## config.mk

```make
export PLATFORM = sky130hd
export DESIGN_NAME = phy_id_vendor_pages
export DESIGN_NICKNAME = d
export VERILOG_FILES = /design/src/logic/phy_pages_pkg.sv /design/src/logic/soft_reset_stretch.sv /design/src/logic/phy_id_vendor_pages.sv
export SDC_FILE = /design/constraint.sdc
export NUM_CORES = 1
export LEC_CHECK = 0
export BUFFER_PORTS_ARGS = -buffer_cell sky130_fd_sc_hd__buf_4
export CAP_MARGIN = 25
export CORE_UTILIZATION = 40
export DETAILED_ROUTE_END_ITERATION = 8
export HOLD_SLACK_MARGIN = 0.05
export PLACE_DENSITY = 0.63
export SKIP_LAST_GASP = 1
export SYNTH_ARGS = -nofsm -noshare
export SYNTH_HDL_FRONTEND = slang
export SYNTH_HIERARCHICAL = 1
export SYNTH_SLANG_ARGS = --single-unit
```

## constraint.sdc

```tcl
create_clock -name mclk -period 1.26 [get_ports mclk]
set_input_delay 0.252 -clock mclk [delete_from_list [all_inputs] [get_ports mclk]]
set_output_delay 0.252 -clock mclk [all_outputs]
set_load 0.02 [all_outputs]
```

## src/logic/phy_pages_pkg.sv

```systemverilog
// shared constants, carriers and state layout for the phy id and control pages
package phy_pages_pkg;

    localparam int          CLK_PERIOD_NS = 50;
    localparam int          SOFT_RST_NS   = 200;
    localparam int          SOFT_RST_CYC  = (SOFT_RST_NS + CLK_PERIOD_NS - 1) / CLK_PERIOD_NS;

    localparam logic [3:0]  ADDR_PAGE_SEL = 4'h7;
    localparam logic [3:0]  ADDR_COMPL    = 4'h8;
    localparam logic [3:0]  ADDR_ARB_CTRL = 4'h8;
    localparam logic [3:0]  ADDR_RSVD9    = 4'h9;
    localparam logic [3:0]  ADDR_OUI_HI   = 4'ha;
    localparam logic [3:0]  ADDR_OUI_MID  = 4'hb;
    localparam logic [3:0]  ADDR_OUI_LO   = 4'hc;
    localparam logic [3:0]  ADDR_PART_HI  = 4'hd;
    localparam logic [3:0]  ADDR_PART_MID = 4'he;
    localparam logic [3:0]  ADDR_SOFT_RST = 4'he;
    localparam logic [3:0]  ADDR_PART_LO  = 4'hf;

    localparam logic [2:0]  PAGE_PORT     = 3'h0;
    localparam logic [2:0]  PAGE_ID       = 3'h1;
    localparam logic [2:0]  PAGE_VEND     = 3'h7;

    localparam logic [7:0]  COMPLIANCE_VAL = 8'h01;

    localparam logic [1:0]  RATE_S100     = 2'h0;
    localparam logic [1:0]  RATE_S200     = 2'h1;
    localparam logic [1:0]  RATE_S400     = 2'h2;
    localparam logic [1:0]  RATE_ILLEGAL  = 2'h3;

    // bit position 0 of a byte location is data index 7
    localparam int          PAGE_HI       = 7;
    localparam int          PAGE_LO       = 5;
    localparam int          PORT_HI       = 3;
    localparam int          PORT_LO       = 0;
    localparam int          HOLD_IDX      = 7;
    localparam int          LSPD_HI       = 2;
    localparam int          LSPD_LO       = 1;
    localparam int          SOFT_RST_IDX  = 7;

    localparam logic [2:0]  PAGE_RST      = 3'h0;
    localparam logic [3:0]  PORT_RST      = 4'h0;
    localparam logic        HOLD_RST      = 1'b0;
    localparam logic [1:0]  LSPD_RST      = 2'h2;

    localparam logic [15:0] ACK_BITS      = 16'h0008;

    typedef struct packed {
        logic [3:0] addr;
        logic [7:0] wdata;
        logic       wr;
        logic       rd;
    } reg_req_t;

    typedef struct packed {
        logic        done;
        logic [15:0] bits;
    } pkt_evt_t;

    typedef struct packed {
        logic [2:0] page;
        logic [3:0] port_sel;
        logic       hold_flag;
        logic [1:0] link_speed;
        logic [7:0] rdata;
        logic [1:0] pend;
        logic       soft_rst_req;
        logic [1:0] id_rate;
        logic [1:0] peer_rate;
    } core_state_t;

    localparam core_state_t CORE_RST = '{
        page: PAGE_RST, port_sel: PORT_RST, hold_flag: HOLD_RST,
        link_speed: LSPD_RST, rdata: 8'h00, pend: 2'h0, soft_rst_req: 1'b0,
        id_rate: LSPD_RST, peer_rate: RATE_S400
    };

    typedef enum logic [0:0] {
        STR_IDLE = 1'b0,
        STR_HOLD = 1'b1
    } stretch_state_t;

    typedef struct packed {
        stretch_state_t state;
        logic [7:0]     cnt;
        logic           hard_rst_n;
    } stretch_t;

endpackage

```

## src/logic/soft_reset_stretch.sv

```systemverilog
// stretches a one-cycle software reset request into a hard reset pulse
`timescale 1ns/1ps
module soft_reset_stretch #(
    parameter int HOLD_CYC = phy_pages_pkg::SOFT_RST_CYC
) (
    input  logic mclk,
    input  logic rst_n,
    input  logic trigger,
    output logic hard_rst_n_r
);
    import phy_pages_pkg::*;

    generate
        if (HOLD_CYC < 1 || HOLD_CYC > 255) begin : g_bad_hold
            $error("HOLD_CYC must lie in 1..255");
        end
    endgenerate

    localparam logic [7:0] HOLD_LAST = 8'(HOLD_CYC - 1);
    localparam stretch_t   STR_RST   = '{state: STR_IDLE, cnt: 8'h00, hard_rst_n: 1'b1};

    stretch_t st_r;
    stretch_t st_nxt;

    always_comb begin
        st_nxt = st_r;
        case (st_r.state)
            STR_IDLE: begin
                if (trigger) begin
                    st_nxt.state      = STR_HOLD;
                    st_nxt.cnt        = HOLD_LAST;
                    st_nxt.hard_rst_n = 1'b0;
                end
            end
            STR_HOLD: begin
                if (st_r.cnt == 8'h00) begin
                    st_nxt.state      = STR_IDLE;
                    st_nxt.hard_rst_n = 1'b1;
                end else begin
                    st_nxt.cnt = st_r.cnt - 8'h01;
                end
            end
            default: begin
                st_nxt = STR_RST;
            end
        endcase
    end

    always_ff @(posedge mclk or negedge rst_n) begin
        if (!rst_n) begin
            st_r <= STR_RST;
        end else begin
            st_r <= st_nxt;
        end
    end

    assign hard_rst_n_r = st_r.hard_rst_n;
endmodule

```

## src/logic/phy_id_vendor_pages.sv

```systemverilog
// identification page and vendor control page behind the phy register window
//
// Notes on behaviour
// - page value 1 maps the identification page
// - first paged byte reads compliance level 01h
// - 24-bit maker code, high byte at 1010b
// - 24-bit part code, high byte at 1101b
// - page value 7 maps the vendor control page
// - hold set with acceleration on: only long packets clear requests
// - hold clear: any non-ack packet clears requests
// - hold flag zero after hard reset only
// - two-bit link speed, code 11 illegal
// - link speed copied into self-id rate
// - peers always told S400
// - link speed S400 after hard reset only
// - software reset bit forces a hard reset
// - software reset bit always reads zero
`timescale 1ns/1ps
module phy_id_vendor_pages #(
    parameter logic [23:0] MAKER_OUI = 24'h5ac3e1, // arbitrary value
    parameter logic [23:0] PART_CODE = 24'h9b7d20, // arbitrary value
    parameter int          HOLD_CYC  = phy_pages_pkg::SOFT_RST_CYC
) (
    input  logic                    mclk,
    input  logic                    rst_n,
    input  phy_pages_pkg::reg_req_t reg_req,
    output logic [7:0]              reg_rdata,
    input  logic                    accel_on,
    input  logic [1:0]              req_set,
    input  phy_pages_pkg::pkt_evt_t pkt,
    output logic [1:0]              req_pend,
    output logic [1:0]              self_id_rate_field,
    output logic [1:0]              peer_rate,
    output logic                    hard_reset_n
);
    import phy_pages_pkg::*;

    generate
        if (HOLD_CYC < 1) begin : g_bad_hold
            $error("HOLD_CYC must be at least 1");
        end
    endgenerate

    core_state_t st_r;
    core_state_t st_nxt;
    logic        hard_rst_n_r;
    logic        core_rst_n;

    // hard reset from the pin or from the software trigger
    assign core_rst_n = rst_n & hard_rst_n_r;

    // true when a finished packet clears the pending requests
    function automatic logic pkt_clears(
        input logic        hold,
        input logic        accel,
        input logic [15:0] bits
    );
        logic clr;
        clr = 1'b0;
        if (hold && accel) begin
            clr = (bits > ACK_BITS);
        end else begin
            clr = (bits != ACK_BITS);
        end
        return clr;
    endfunction

    // byte presented for a register read at the given address
    function automatic logic [7:0] read_byte(
        input core_state_t s,
        input logic [3:0]  a
    );
        logic [7:0] b;
        b = 8'h00;
        if (a == ADDR_PAGE_SEL) begin
            b[PAGE_HI:PAGE_LO] = s.page;
            b[PORT_HI:PORT_LO] = s.port_sel;
        end else if (a[3]) begin
            case (s.page)
                PAGE_ID: begin
                    case (a)
                        ADDR_COMPL:    b = COMPLIANCE_VAL;
                        ADDR_OUI_HI:   b = MAKER_OUI[23:16];
                        ADDR_OUI_MID:  b = MAKER_OUI[15:8];
                        ADDR_OUI_LO:   b = MAKER_OUI[7:0];
                        ADDR_PART_HI:  b = PART_CODE[23:16];
                        ADDR_PART_MID: b = PART_CODE[15:8];
                        ADDR_PART_LO:  b = PART_CODE[7:0];
                        default:       b = 8'h00;
                    endcase
                end
                PAGE_VEND: begin
                    // software reset and test locations read zero
                    if (a == ADDR_ARB_CTRL) begin
                        b[HOLD_IDX]        = s.hold_flag;
                        b[LSPD_HI:LSPD_LO] = s.link_speed;
                    end
                end
                default: begin
                    b = 8'h00;
                end
            endcase
        end
        return b;
    endfunction

    always_comb begin
        st_nxt         = st_r;
        st_nxt.rdata   = 8'h00;
        st_nxt.soft_rst_req = 1'b0;

        if (reg_req.wr) begin
            if (reg_req.addr == ADDR_PAGE_SEL) begin
                st_nxt.page     = reg_req.wdata[PAGE_HI:PAGE_LO];
                st_nxt.port_sel = reg_req.wdata[PORT_HI:PORT_LO];
            end
            if (st_r.page == PAGE_VEND && reg_req.addr == ADDR_ARB_CTRL) begin
                st_nxt.hold_flag = reg_req.wdata[HOLD_IDX];
                // an illegal speed code is dropped and the old value kept
                if (reg_req.wdata[LSPD_HI:LSPD_LO] != RATE_ILLEGAL) begin
                    st_nxt.link_speed = reg_req.wdata[LSPD_HI:LSPD_LO];
                end
            end
            if (st_r.page == PAGE_VEND && reg_req.addr == ADDR_SOFT_RST) begin
                st_nxt.soft_rst_req = reg_req.wdata[SOFT_RST_IDX];
            end
        end

        if (reg_req.rd) begin
            st_nxt.rdata = read_byte(st_r, reg_req.addr);
        end

        // a new request wins over a clear in the same cycle
        for (int k = 0; k < 2; k++) begin
            if (req_set[k]) begin
                st_nxt.pend[k] = 1'b1;
            end else if (pkt.done && pkt_clears(st_r.hold_flag, accel_on, pkt.bits)) begin
                st_nxt.pend[k] = 1'b0;
            end
        end

        st_nxt.id_rate   = st_r.link_speed;
        st_nxt.peer_rate = RATE_S400;
    end

    // bus reset does not touch this state; only hard reset does
    always_ff @(posedge mclk or negedge core_rst_n) begin
        if (!core_rst_n) begin
            st_r <= CORE_RST;
        end else begin
            st_r <= st_nxt;
        end
    end

    soft_reset_stretch #(
        .HOLD_CYC (HOLD_CYC)
    ) u_stretch (
        .mclk         (mclk),
        .rst_n        (rst_n),
        .trigger      (st_r.soft_rst_req),
        .hard_rst_n_r (hard_rst_n_r)
    );

    assign reg_rdata          = st_r.rdata;
    assign req_pend           = st_r.pend;
    assign self_id_rate_field = st_r.id_rate;
    assign peer_rate          = st_r.peer_rate;
    assign hard_reset_n       = hard_rst_n_r;
endmodule

```

==> results of run 1 <==
==> cell type report <==
class,count,area [um2]
clock inverter,1,5.00
tap,50,62.6
inverter,10,37.5
clock buffer,7,96.3
fill,351,1510
sequential,33,832
multi-input combinational,105,882
timing repair buffer,90,689
==> stage by stage <==
stage	instance area (um2)	power, uW	hold slack, ns
floorplan	1860	2020	-0.0436
global placement	2420	2540	0.0865
detailed placement	2420	2590	0.0961
CTS	2560	3480	0.150
global route	2610	3770	0.158
finish	2610	3540	0.159
==> per-layer routing <==
| metal | GRT usage [%] | vias up | wire (um) |
|---|---|---|---|
| li1 | - | 753 | - |
| met1 | 20.7 | 775 | 1650 |
| met2 | 36.9 | 25 | 2390 |
| met3 | 5.43 | 6 | 128 |
| met4 | 7.03 | 0 | 59 |
| met5 | 0 | - | 0 |
==> sequential cells by signal, summed over array words and instances, names as in the netlist <==
name	flops
req_pend	2
u_stretch/st_r	9
u_stretch/hard_rst_n_r	1
self_id_rate_field	2
reg_rdata	8
st_r	9
st_nxt	2
==> synthesized netlist by cell type (3+ instances only) <==
cell,number,area (um2)
dfrtp_1,30,751
buf_4,14,105
inv_1,10,37.5
nand2_1,10,37.5
nand3_1,8,40.0
nor4_1,8,50.1
a21oi_1,6,30.0
mux2_2,6,67.6
nor2_1,5,18.8
and2_1,4,25.0
mux2i_1,4,40.0
dfstp_2,3,78.8
o31ai_1,3,22.5
==> timing repair <==
| item | CTS | global route |
|---|---|---|
| hold buffers | 1 | 0 |
| pin swaps | 5 | 8 |
| buffers inserted | 1 | 3 |
| resized for setup | 4 | 7 |
| setup endpoints to repair | 16 | 19 |
| endpoints found under the hold margin | 10 | 0 |
==> cells in the final DEF (no fill, tap or decap), types with 2 or more instances in the layout <==
master / synthesis / final
or4_4: 1 / 2
nand3_1: 8 / 8
a21oi_1: 6 / 5
dfrtp_2: 0 / 2
dfstp_2: 3 / 3
and2_1: 4 / 4
buf_6: 2 / 3
buf_4: 14 / 86
dfrtp_1: 30 / 28
mux2_2: 6 / 6
a31oi_1: 2 / 2
nand2_2: 0 / 2
nor2_1: 5 / 4
or2_4: 1 / 2
conb_1: 2 / 2
a211o_1: 2 / 2
inv_1: 10 / 8
nor4_1: 8 / 6
a32oi_1: 2 / 2
inv_2: 0 / 2
a32o_1: 2 / 2
nand2b_1: 2 / 2
o211ai_1: 2 / 2
o31ai_1: 3 / 3
clkbuf_8: 0 / 7
o22a_1: 2 / 2
nand2_1: 10 / 7
nor4_4: 0 / 3
mux2i_1: 4 / 4
==> cell families after synthesis <==
family                   after synthesis  share of synthesized area [%]
AND/OR/NAND/NOR                       56                           19.4
AO/OA/AOI/OAI                         33                           14.8
flip-flops                            33                           46.8
buffers and inverters                 28                           9.82
multiplexers                          12                           7.56
other                                  2                          0.424
adder cells (fa/ha/maj)                1                          0.706
XOR/XNOR                               1                          0.494
==> worst max path at each step <==
stage                            from                end  slack [ns]  depth (start not counted)
detailed placement  u_stretch/st_r[7]  u_stretch/st_r[2]       -0.19                          3
finish              u_stretch/st_r[8]  u_stretch/st_r[2]       -0.18                          3
CTS                 u_stretch/st_r[7]  u_stretch/st_r[2]       -0.19                          3
global route        u_stretch/st_r[7]  u_stretch/st_r[2]       -0.25                          3
global placement    u_stretch/st_r[7]  u_stretch/st_r[2]       -0.16                          3
floorplan                    st_r[23]       reg_rdata[7]       -0.22                          4
==> where the power goes <==
part / internal (uW) / total, uW / leakage (uW) / switching (uW)
Combinational: 742 / 1360 / 0.000759 / 617
Clock: 493 / 865 / 0.0000542 / 372
Sequential: 1200 / 1310 / 0.000431 / 109
==> worst register-to-register path: stages (launching register included) <==
cell     delay, ns
dfrtp_1       0.39
or4_4         0.55
o32ai_4       0.25
a22oi_1       0.13
==> impl_metrics.py, run 1 <==
metrics = {
    "route": {
        "drt_pass1_iterations": 5,
        "drc": 0,
        "wl_per_cell_um": 14.3,
        "viasPerCell": 5.27,
        "wl_mm": 4.23,
        "drtIter0Drc": 87,
        "vias": 1559,
        "ant_nets": 0,
    },
    "die": {
        "ios": 51,
        "design.core.area_um2": 4120,
        "die_h_um": 68.6,
        "rows": 23,
        "initial_core_util_pct": 43.1,
        "dieArea_um2": 4700,
        "die_x_um": 68.6,
    },
    "synthesis": {
        "avgSynthCellArea_um2": 10.7,
        "synth_nets": 203,
        "async_reset_ff_share_pct": 100,
        "syn-cell-area_um2": 1770,
        "synth.distinct_cells": 57,
        "ys_seq_elements": 33,
        "ys_seq_area_share_pct": 46.8,
        "synthesis.instances": 166,
        "ys.flop_type": "dfrtp_1",
        "synth-edff-count": 0,
        "ys_warn_count": 6,
    },
    "place": {
        "place_inst": 283,
        "dp_slack_ns": -0.191,
        "gp_routability_congestion": 0.801,
        "dp_hpwl_mm": 3.35,
        "port-buffer-count": 47,
    },
    "worst_setup_path": {
        "cp_max_fo": 3,
        "arrival_ns": 1.60,
        "crit_required_ns": 1.42,
        "worst-r2r-cell-count": 3,
        "crit_chain": "or4_4 > o32ai_4 > a22oi_1",
        "cp-end-kind": "register",
        "worst-path-buf-inv": 0,
        "start_kind": "register",
        "crit_slowest_cell": "or4_4",
        "max_stage_delay_ns": 0.55,
        "ff2ff_setup_slack_ns": -0.18,
        "worstSetupPathType": "reg2reg",
        "crit_family": "simple AND/OR/NAND/NOR gates",
        "r2r-end": "u_stretch/st_r[2]",
        "regToRegStartpoint": "u_stretch/st_r[8]",
    },
    "run_status": {
        "outcome": "finished, violations left",
        "violations": "negative setup slack",
    },
    "clocking": {
        "cts_buffer_depth": 2,
        "cts.htree.levels": 2,
        "cts_made_buffers": 5,
        "clk_latency_ns": 0.28,
        "clk_pin_slew_worst_paths_ns": 0.07,
        "cts.sinks": 33,
        "cts-root-buf": "clkbuf_8",
        "cts_tree": "done",
    },
    "run": {
        "cap_violations": 0,
    },
    "timing": {
        "timing.final.crit_period_ns": 1.44,
        "finalHoldViolations": 0,
        "max_freq_mhz": 693,
        "finalCritPeriodShare_pct": 115,
        "fin_skew_ns": 0.00627,
        "fin_setup_tns_ns": -1.42,
        "setup_viol_count_final": 13,
        "grt_setup_unrepaired": "true",
        "layout_setup_ws_ns": -0.183,
        "finalMaxSlewViolations": 0,
    },
    "global_route": {
        "antenna_found_initial": 0,
        "globalRouteOverflowTotal": 0,
        "grt_pass1_vias": 1492,
        "grt_first_pass_wirelength_mm": 6.53,
        "grt_max_degree": 24,
        "track_usage_pct": 19.7,
    },
    "hold_path": {
        "hold_end": "req_pend[1]",
        "holdPathStages": 3,
        "hold_path_class": "in2reg",
        "min_from": "req_set[1]",
    },
    "finish": {
        "diodes": 0,
        "drive_gt1_share_pct": 54.1,
        "area_growth_pct": 47.0,
        "fin_util_pct": 63.3,
        "nNetsFinal": 282,
        "layout.cells.non_filler": 296,
    },
    "pwr": {
        "ir_drop_mv": 0.791,
        "powerDensity_nw_per_um2": 1360,
        "p_leak_uw": 0.00124,
    },
}
No activity file was read; power rests on OpenSTA's default activity.
==> inputs of run 2 (changes only) <==
CELL_PAD_IN_SITES_DETAIL_PLACEMENT = 2   (was default)
CELL_PAD_IN_SITES_GLOBAL_PLACEMENT = 2   (was default)
CORE_UTILIZATION = 32   (was 40)
PLACE_DENSITY = 0.78   (was 0.63)
==> impl_metrics.py, run 2 (same netlist as run 1, synthesis figures left out) <==
metrics = {
    "run_status": {
        "outcome": "finished, violations left",
        "violations": "negative setup slack",
    },
    "hold_path": {
        "hold_end": "req_pend[0]",
        "holdPathStages": 3,
        "min_from": "req_set[0]",
        "hold_path_class": "in2reg",
    },
    "finish": {
        "fill_cells": 504,
        "drive_gt1_share_pct": 60.5,
        "layout_common_cells": "buf_4 (90), dfrtp_1 (27), buf_6 (10)",
        "nNetsFinal": 294,
        "area_growth_pct": 61.5,
        "diodes": 0,
        "final_common_cell": "buf_4",
        "fin_util_pct": 55.0,
    },
    "worst_setup_path": {
        "crit_family": "simple AND/OR/NAND/NOR gates",
        "start_kind": "register",
        "cp-end-kind": "register",
        "ff2ff_setup_slack_ns": -0.34,
        "worst-r2r-cell-count": 3,
        "crit_slowest_cell": "or4_4",
        "cp_max_fo": 3,
        "crit_chain": "or4_4 > o32ai_4 > a22oi_1",
        "crit_required_ns": 1.40,
        "max_stage_delay_ns": 0.58,
        "arrival_ns": 1.74,
        "r2r-end": "u_stretch/st_r[2]",
        "regToRegStartpoint": "u_stretch/st_r[7]",
        "worstSetupPathType": "reg2reg",
        "worst-path-buf-inv": 0,
    },
    "route": {
        "ant_nets": 0,
        "viasPerCell": 5.34,
        "vias": 1750,
        "drc": 0,
        "drt_pass1_iterations": 4,
        "drtIter0Drc": 48,
        "wl_per_cell_um": 24.1,
        "wl_mm": 7.91,
    },
    "timing": {
        "finalMaxSlewViolations": 0,
        "finalHoldViolations": 0,
        "setup_viol_count_final": 19,
        "fin_skew_ns": 0.00537,
        "timing.final.crit_period_ns": 1.60,
        "grt_setup_unrepaired": "true",
        "finalCritPeriodShare_pct": 127,
        "hold_slack_ns": 0.152,
        "max_freq_mhz": 625,
        "fin_setup_tns_ns": -2.77,
        "layout_setup_ws_ns": -0.341,
    },
    "pwr": {
        "ir_drop_mv": 0.762,
        "p_leak_uw": 0.00134,
        "powerDensity_nw_per_um2": 1430,
    },
    "clocking": {
        "cts_made_buffers": 5,
        "cts.sinks": 33,
        "clk_latency_ns": 0.29,
        "cts_tree": "done",
        "cts-root-buf": "clkbuf_8",
        "cts.htree.levels": 2,
        "clk_pin_slew_worst_paths_ns": 0.07,
        "cts_buffer_depth": 2,
    },
    "place": {
        "gp_routability_congestion": 0.809,
        "port-buffer-count": 47,
        "dp_hpwl_mm": 4.80,
    },
    "die": {
        "die_h_um": 76.4,
        "initial_core_util_pct": 34.0,
        "die_x_um": 76.4,
        "dieArea_um2": 5840,
        "ios": 51,
        "rows": 26,
        "design.core.area_um2": 5200,
    },
    "global_route": {
        "track_usage_pct": 25.8,
        "globalRouteOverflowTotal": 0,
        "antenna_found_initial": 0,
        "grt_first_pass_wirelength_mm": 11.3,
        "grt_max_degree": 14,
        "grt_pass1_vias": 2094,
    },
    "run": {
        "cap_violations": 0,
    },
}
run 2: cell count changes in the layout (fill, tap and decap cells not counted), moves of 2 or more:
cell	change
nor4_4	+2
nor4_1	-3
buf_6	+7
buf_4	+4
run 2: stage by stage:
step / worst slack [ns] / total power (uW) / cells / area, um2
global route: -0.389 / 4260 / 328 / 2860
CTS: -0.266 / 3940 / 328 / 2770
global placement: -0.171 / 2530 / 303 / 2440
floorplan: -0.222 / 2020 / 166 / 1860
detailed placement: -0.277 / 2680 / 303 / 2440
finish: -0.341 / 4090 / 328 / 2860
run 2: where the power goes:
group	total (uW)	switching, uW	internal [uW]	leakage, uW
registers	1330	131	1200	0.000430
logic	1840	879	959	0.000861
clock network	915	420	494	0.0000542
total	4090	1430	2660	0.00134
run 2: layout make-up:
type,count,area [um2],share of cell area [%]
Inverter,10,37.5,1.31
Timing Repair Buffer,102,818,28.6
Sequential cell,33,833,29.1
Tap cell,70,87.6,3.06
Multi-Input combinational cell,105,983,34.4
Clock buffer,7,96.3,3.37
Clock inverter,1,5.00,0.175
run 2: repair_timing:
action	in CTS	in global routing
endpoints found under the setup margin	19	21
setup buffers	17	0
pin swaps	20	14
hold buffers	1	0
resized for setup	18	18
endpoints found under the hold margin	10	0
run 2: per-layer routing:
layer | vias to the layer above | wire [um] | GRT usage (%)
met2 | 36 | 4580 | 51.4
met3 | 14 | 155 | 3.95
met4 | 0 | 172 | 10.6
met5 | - | 0 | 0
li1 | 774 | - | -
met1 | 926 | 3000 | 26.2
run 2: worst min-delay path: cells and delay by family:
kind | cells | cell delay (ns)
buf+inv | 1 | 0.08
compound gates | 2 | 0.08
run 2: how the worst max path moves through the flow:
stage,cells past startpoint,endpoint,start,slack [ns]
6_report,3,u_stretch/st_r[2],u_stretch/st_r[7],-0.34
4_1_cts,3,u_stretch/st_r[2],u_stretch/st_r[7],-0.27
5_1_grt,3,u_stretch/st_r[2],u_stretch/st_r[7],-0.39
2_1_floorplan,4,reg_rdata[7],st_r[23],-0.22
3_3_place_gp,3,u_stretch/st_r[2],u_stretch/st_r[7],-0.17
3_5_place_dp,3,u_stretch/st_r[2],u_stretch/st_r[6],-0.28
==> inputs of run 3 (changes only) <==
SKIP_CTS_REPAIR_TIMING = 1   (was default)
==> impl_metrics.py, run 3 (same netlist as run 1, synthesis figures left out) <==
metrics = {
    "die": {
        "initial_core_util_pct": 34.0,
        "dieArea_um2": 5840,
        "die_h_um": 76.4,
        "rows": 26,
        "ios": 51,
        "design.core.area_um2": 5200,
        "die_x_um": 76.4,
    },
    "clocking": {
        "cts_tree": "done",
        "cts.sinks": 33,
        "cts.htree.levels": 2,
        "cts_made_buffers": 5,
        "cts-root-buf": "clkbuf_8",
        "clk_latency_ns": 0.29,
        "clk_pin_slew_worst_paths_ns": 0.07,
        "cts_buffer_depth": 2,
    },
    "worst_setup_path": {
        "crit_family": "simple AND/OR/NAND/NOR gates",
        "startpoint": "u_stretch/st_r[7]",
        "cp.depth": 3,
        "crit_required_ns": 1.41,
        "worst-r2r-cell-count": 3,
        "ff2ff_setup_slack_ns": -0.27,
        "start_kind": "register",
        "r2r-end": "u_stretch/st_r[1]",
        "max_stage_delay_ns": 0.57,
        "crit_chain": "or4_4 > o32ai_4 > mux2i_1",
        "arrival_ns": 1.68,
        "cp-end-kind": "register",
        "cp_max_fo": 3,
        "worst-path-buf-inv": 0,
        "worstSetupPathType": "reg2reg",
        "regToRegStartpoint": "u_stretch/st_r[7]",
        "crit_slowest_cell": "or4_4",
    },
    "timing": {
        "setup_viol_count_final": 17,
        "finalMaxSlewViolations": 0,
        "max_freq_mhz": 655,
        "grt_setup_unrepaired": "true",
        "hold_slack_ns": 0.161,
        "timing.final.crit_period_ns": 1.53,
        "fin_setup_tns_ns": -2.14,
        "finalHoldViolations": 0,
        "finalCritPeriodShare_pct": 121,
        "layout_setup_ws_ns": -0.267,
        "fin_skew_ns": 0.00291,
    },
    "pwr": {
        "p_leak_uw": 0.00125,
        "clkPwrFrac_pct": 24.0,
        "ir_drop_mv": 0.697,
        "power_frac_seq_pct": 35.6,
        "intPower_uw": 2460,
        "power_uw": 3720,
        "comb_power_share_pct": 40.4,
        "power_switching_uw": 1260,
        "powerDensity_nw_per_um2": 1400,
        "swShare_pct": 33.9,
    },
    "route": {
        "ant_nets": 0,
        "drtIter0Drc": 30,
        "viasPerCell": 5.20,
        "vias": 1654,
        "drt_pass1_iterations": 6,
        "drc": 0,
        "wl_mm": 6.63,
        "wl_per_cell_um": 20.8,
    },
    "global_route": {
        "track_usage_pct": 23.1,
        "groute.layer.met2.usage_pct": 45.9,
        "antenna_found_initial": 0,
        "use_met1_pct": 24.3,
        "globalRouteMet3Util_pct": 4.07,
        "grt_max_degree": 14,
        "globalRouteOverflowTotal": 0,
        "grt_first_pass_wirelength_mm": 10.2,
        "grt_pass1_vias": 1871,
        "busiest_layer": "met2",
    },
    "finish": {
        "diodes": 0,
        "nNetsFinal": 284,
        "final_common_cell": "buf_4",
        "area_growth_pct": 50.5,
        "drive_gt1_share_pct": 56.0,
        "layout_common_cells": "buf_4 (88), dfrtp_1 (26), nand3_1 (8), inv_1 (8), nand2_1 (8)",
    },
    "place": {
        "dp_hpwl_mm": 4.80,
        "gp_routability_congestion": 0.809,
        "port-buffer-count": 47,
    },
    "hold_path": {
        "hold_end": "req_pend[0]",
        "min_from": "req_set[0]",
        "hold_path_class": "in2reg",
        "holdPathStages": 3,
    },
    "run_status": {
        "violations": "negative setup slack",
        "outcome": "finished, violations left",
    },
    "run": {
        "cap_violations": 0,
    },
}
[run 3: worst max-delay path by stage]
| stage | end | slack [ns] |
|---|---|---|
| finish | u_stretch/st_r[1] | -0.27 |
| global route | u_stretch/st_r[1] | -0.30 |
| CTS | u_stretch/st_r[2] | -0.28 |
| detailed placement | u_stretch/st_r[2] | -0.28 |
| global placement | u_stretch/st_r[2] | -0.17 |
| floorplan | reg_rdata[7] | -0.22 |
[run 3: worst reg2reg max path, delay by kind of cell (launching register included)]
kind               cells  cell delay (ns)
AOI/OAI and AO/OA      1             0.27
DFF                    1             0.40
muxes                  1             0.15
and+or+nand+nor        1             0.57
[run 3: layer usage]
layer,wire length [um],share of wire (%)
met2,3880,58
met3,187,2.8
met4,161,2.4
met1,2400,36
met5,0,0
[run 3: through the flow]
step           instance area, um2  worst slack, ns  instances  util [%]
2_1_floorplan                1860           -0.222        166         -
4_1_cts                      2550           -0.283        311      48.9
5_1_grt                      2670           -0.298        318      51.2
6_report                     2670           -0.267        318      51.2
3_3_place_gp                 2440           -0.171        303      47.0
3_5_place_dp                 2440           -0.277        303      47.0
[run 3: layout make-up]
cell class	instances	area (um2)
Clock buffer	7	96.3
Clock inverter	1	5.00
Fill cell	526	2540
Inverter	10	37.5
Multi-Input combinational cell	105	901
Sequential cell	33	835
Tap cell	70	87.6
Timing Repair Buffer	92	704
[run 3: power groups by stage]
stage	Combinational (uW)	Sequential (uW)	Clock, uW
floorplan	675	1340	0
detailed placement	1340	1350	0
global placement	1200	1320	0
global route	1610	1340	967
finish	1500	1330	895
CTS	1360	1330	918
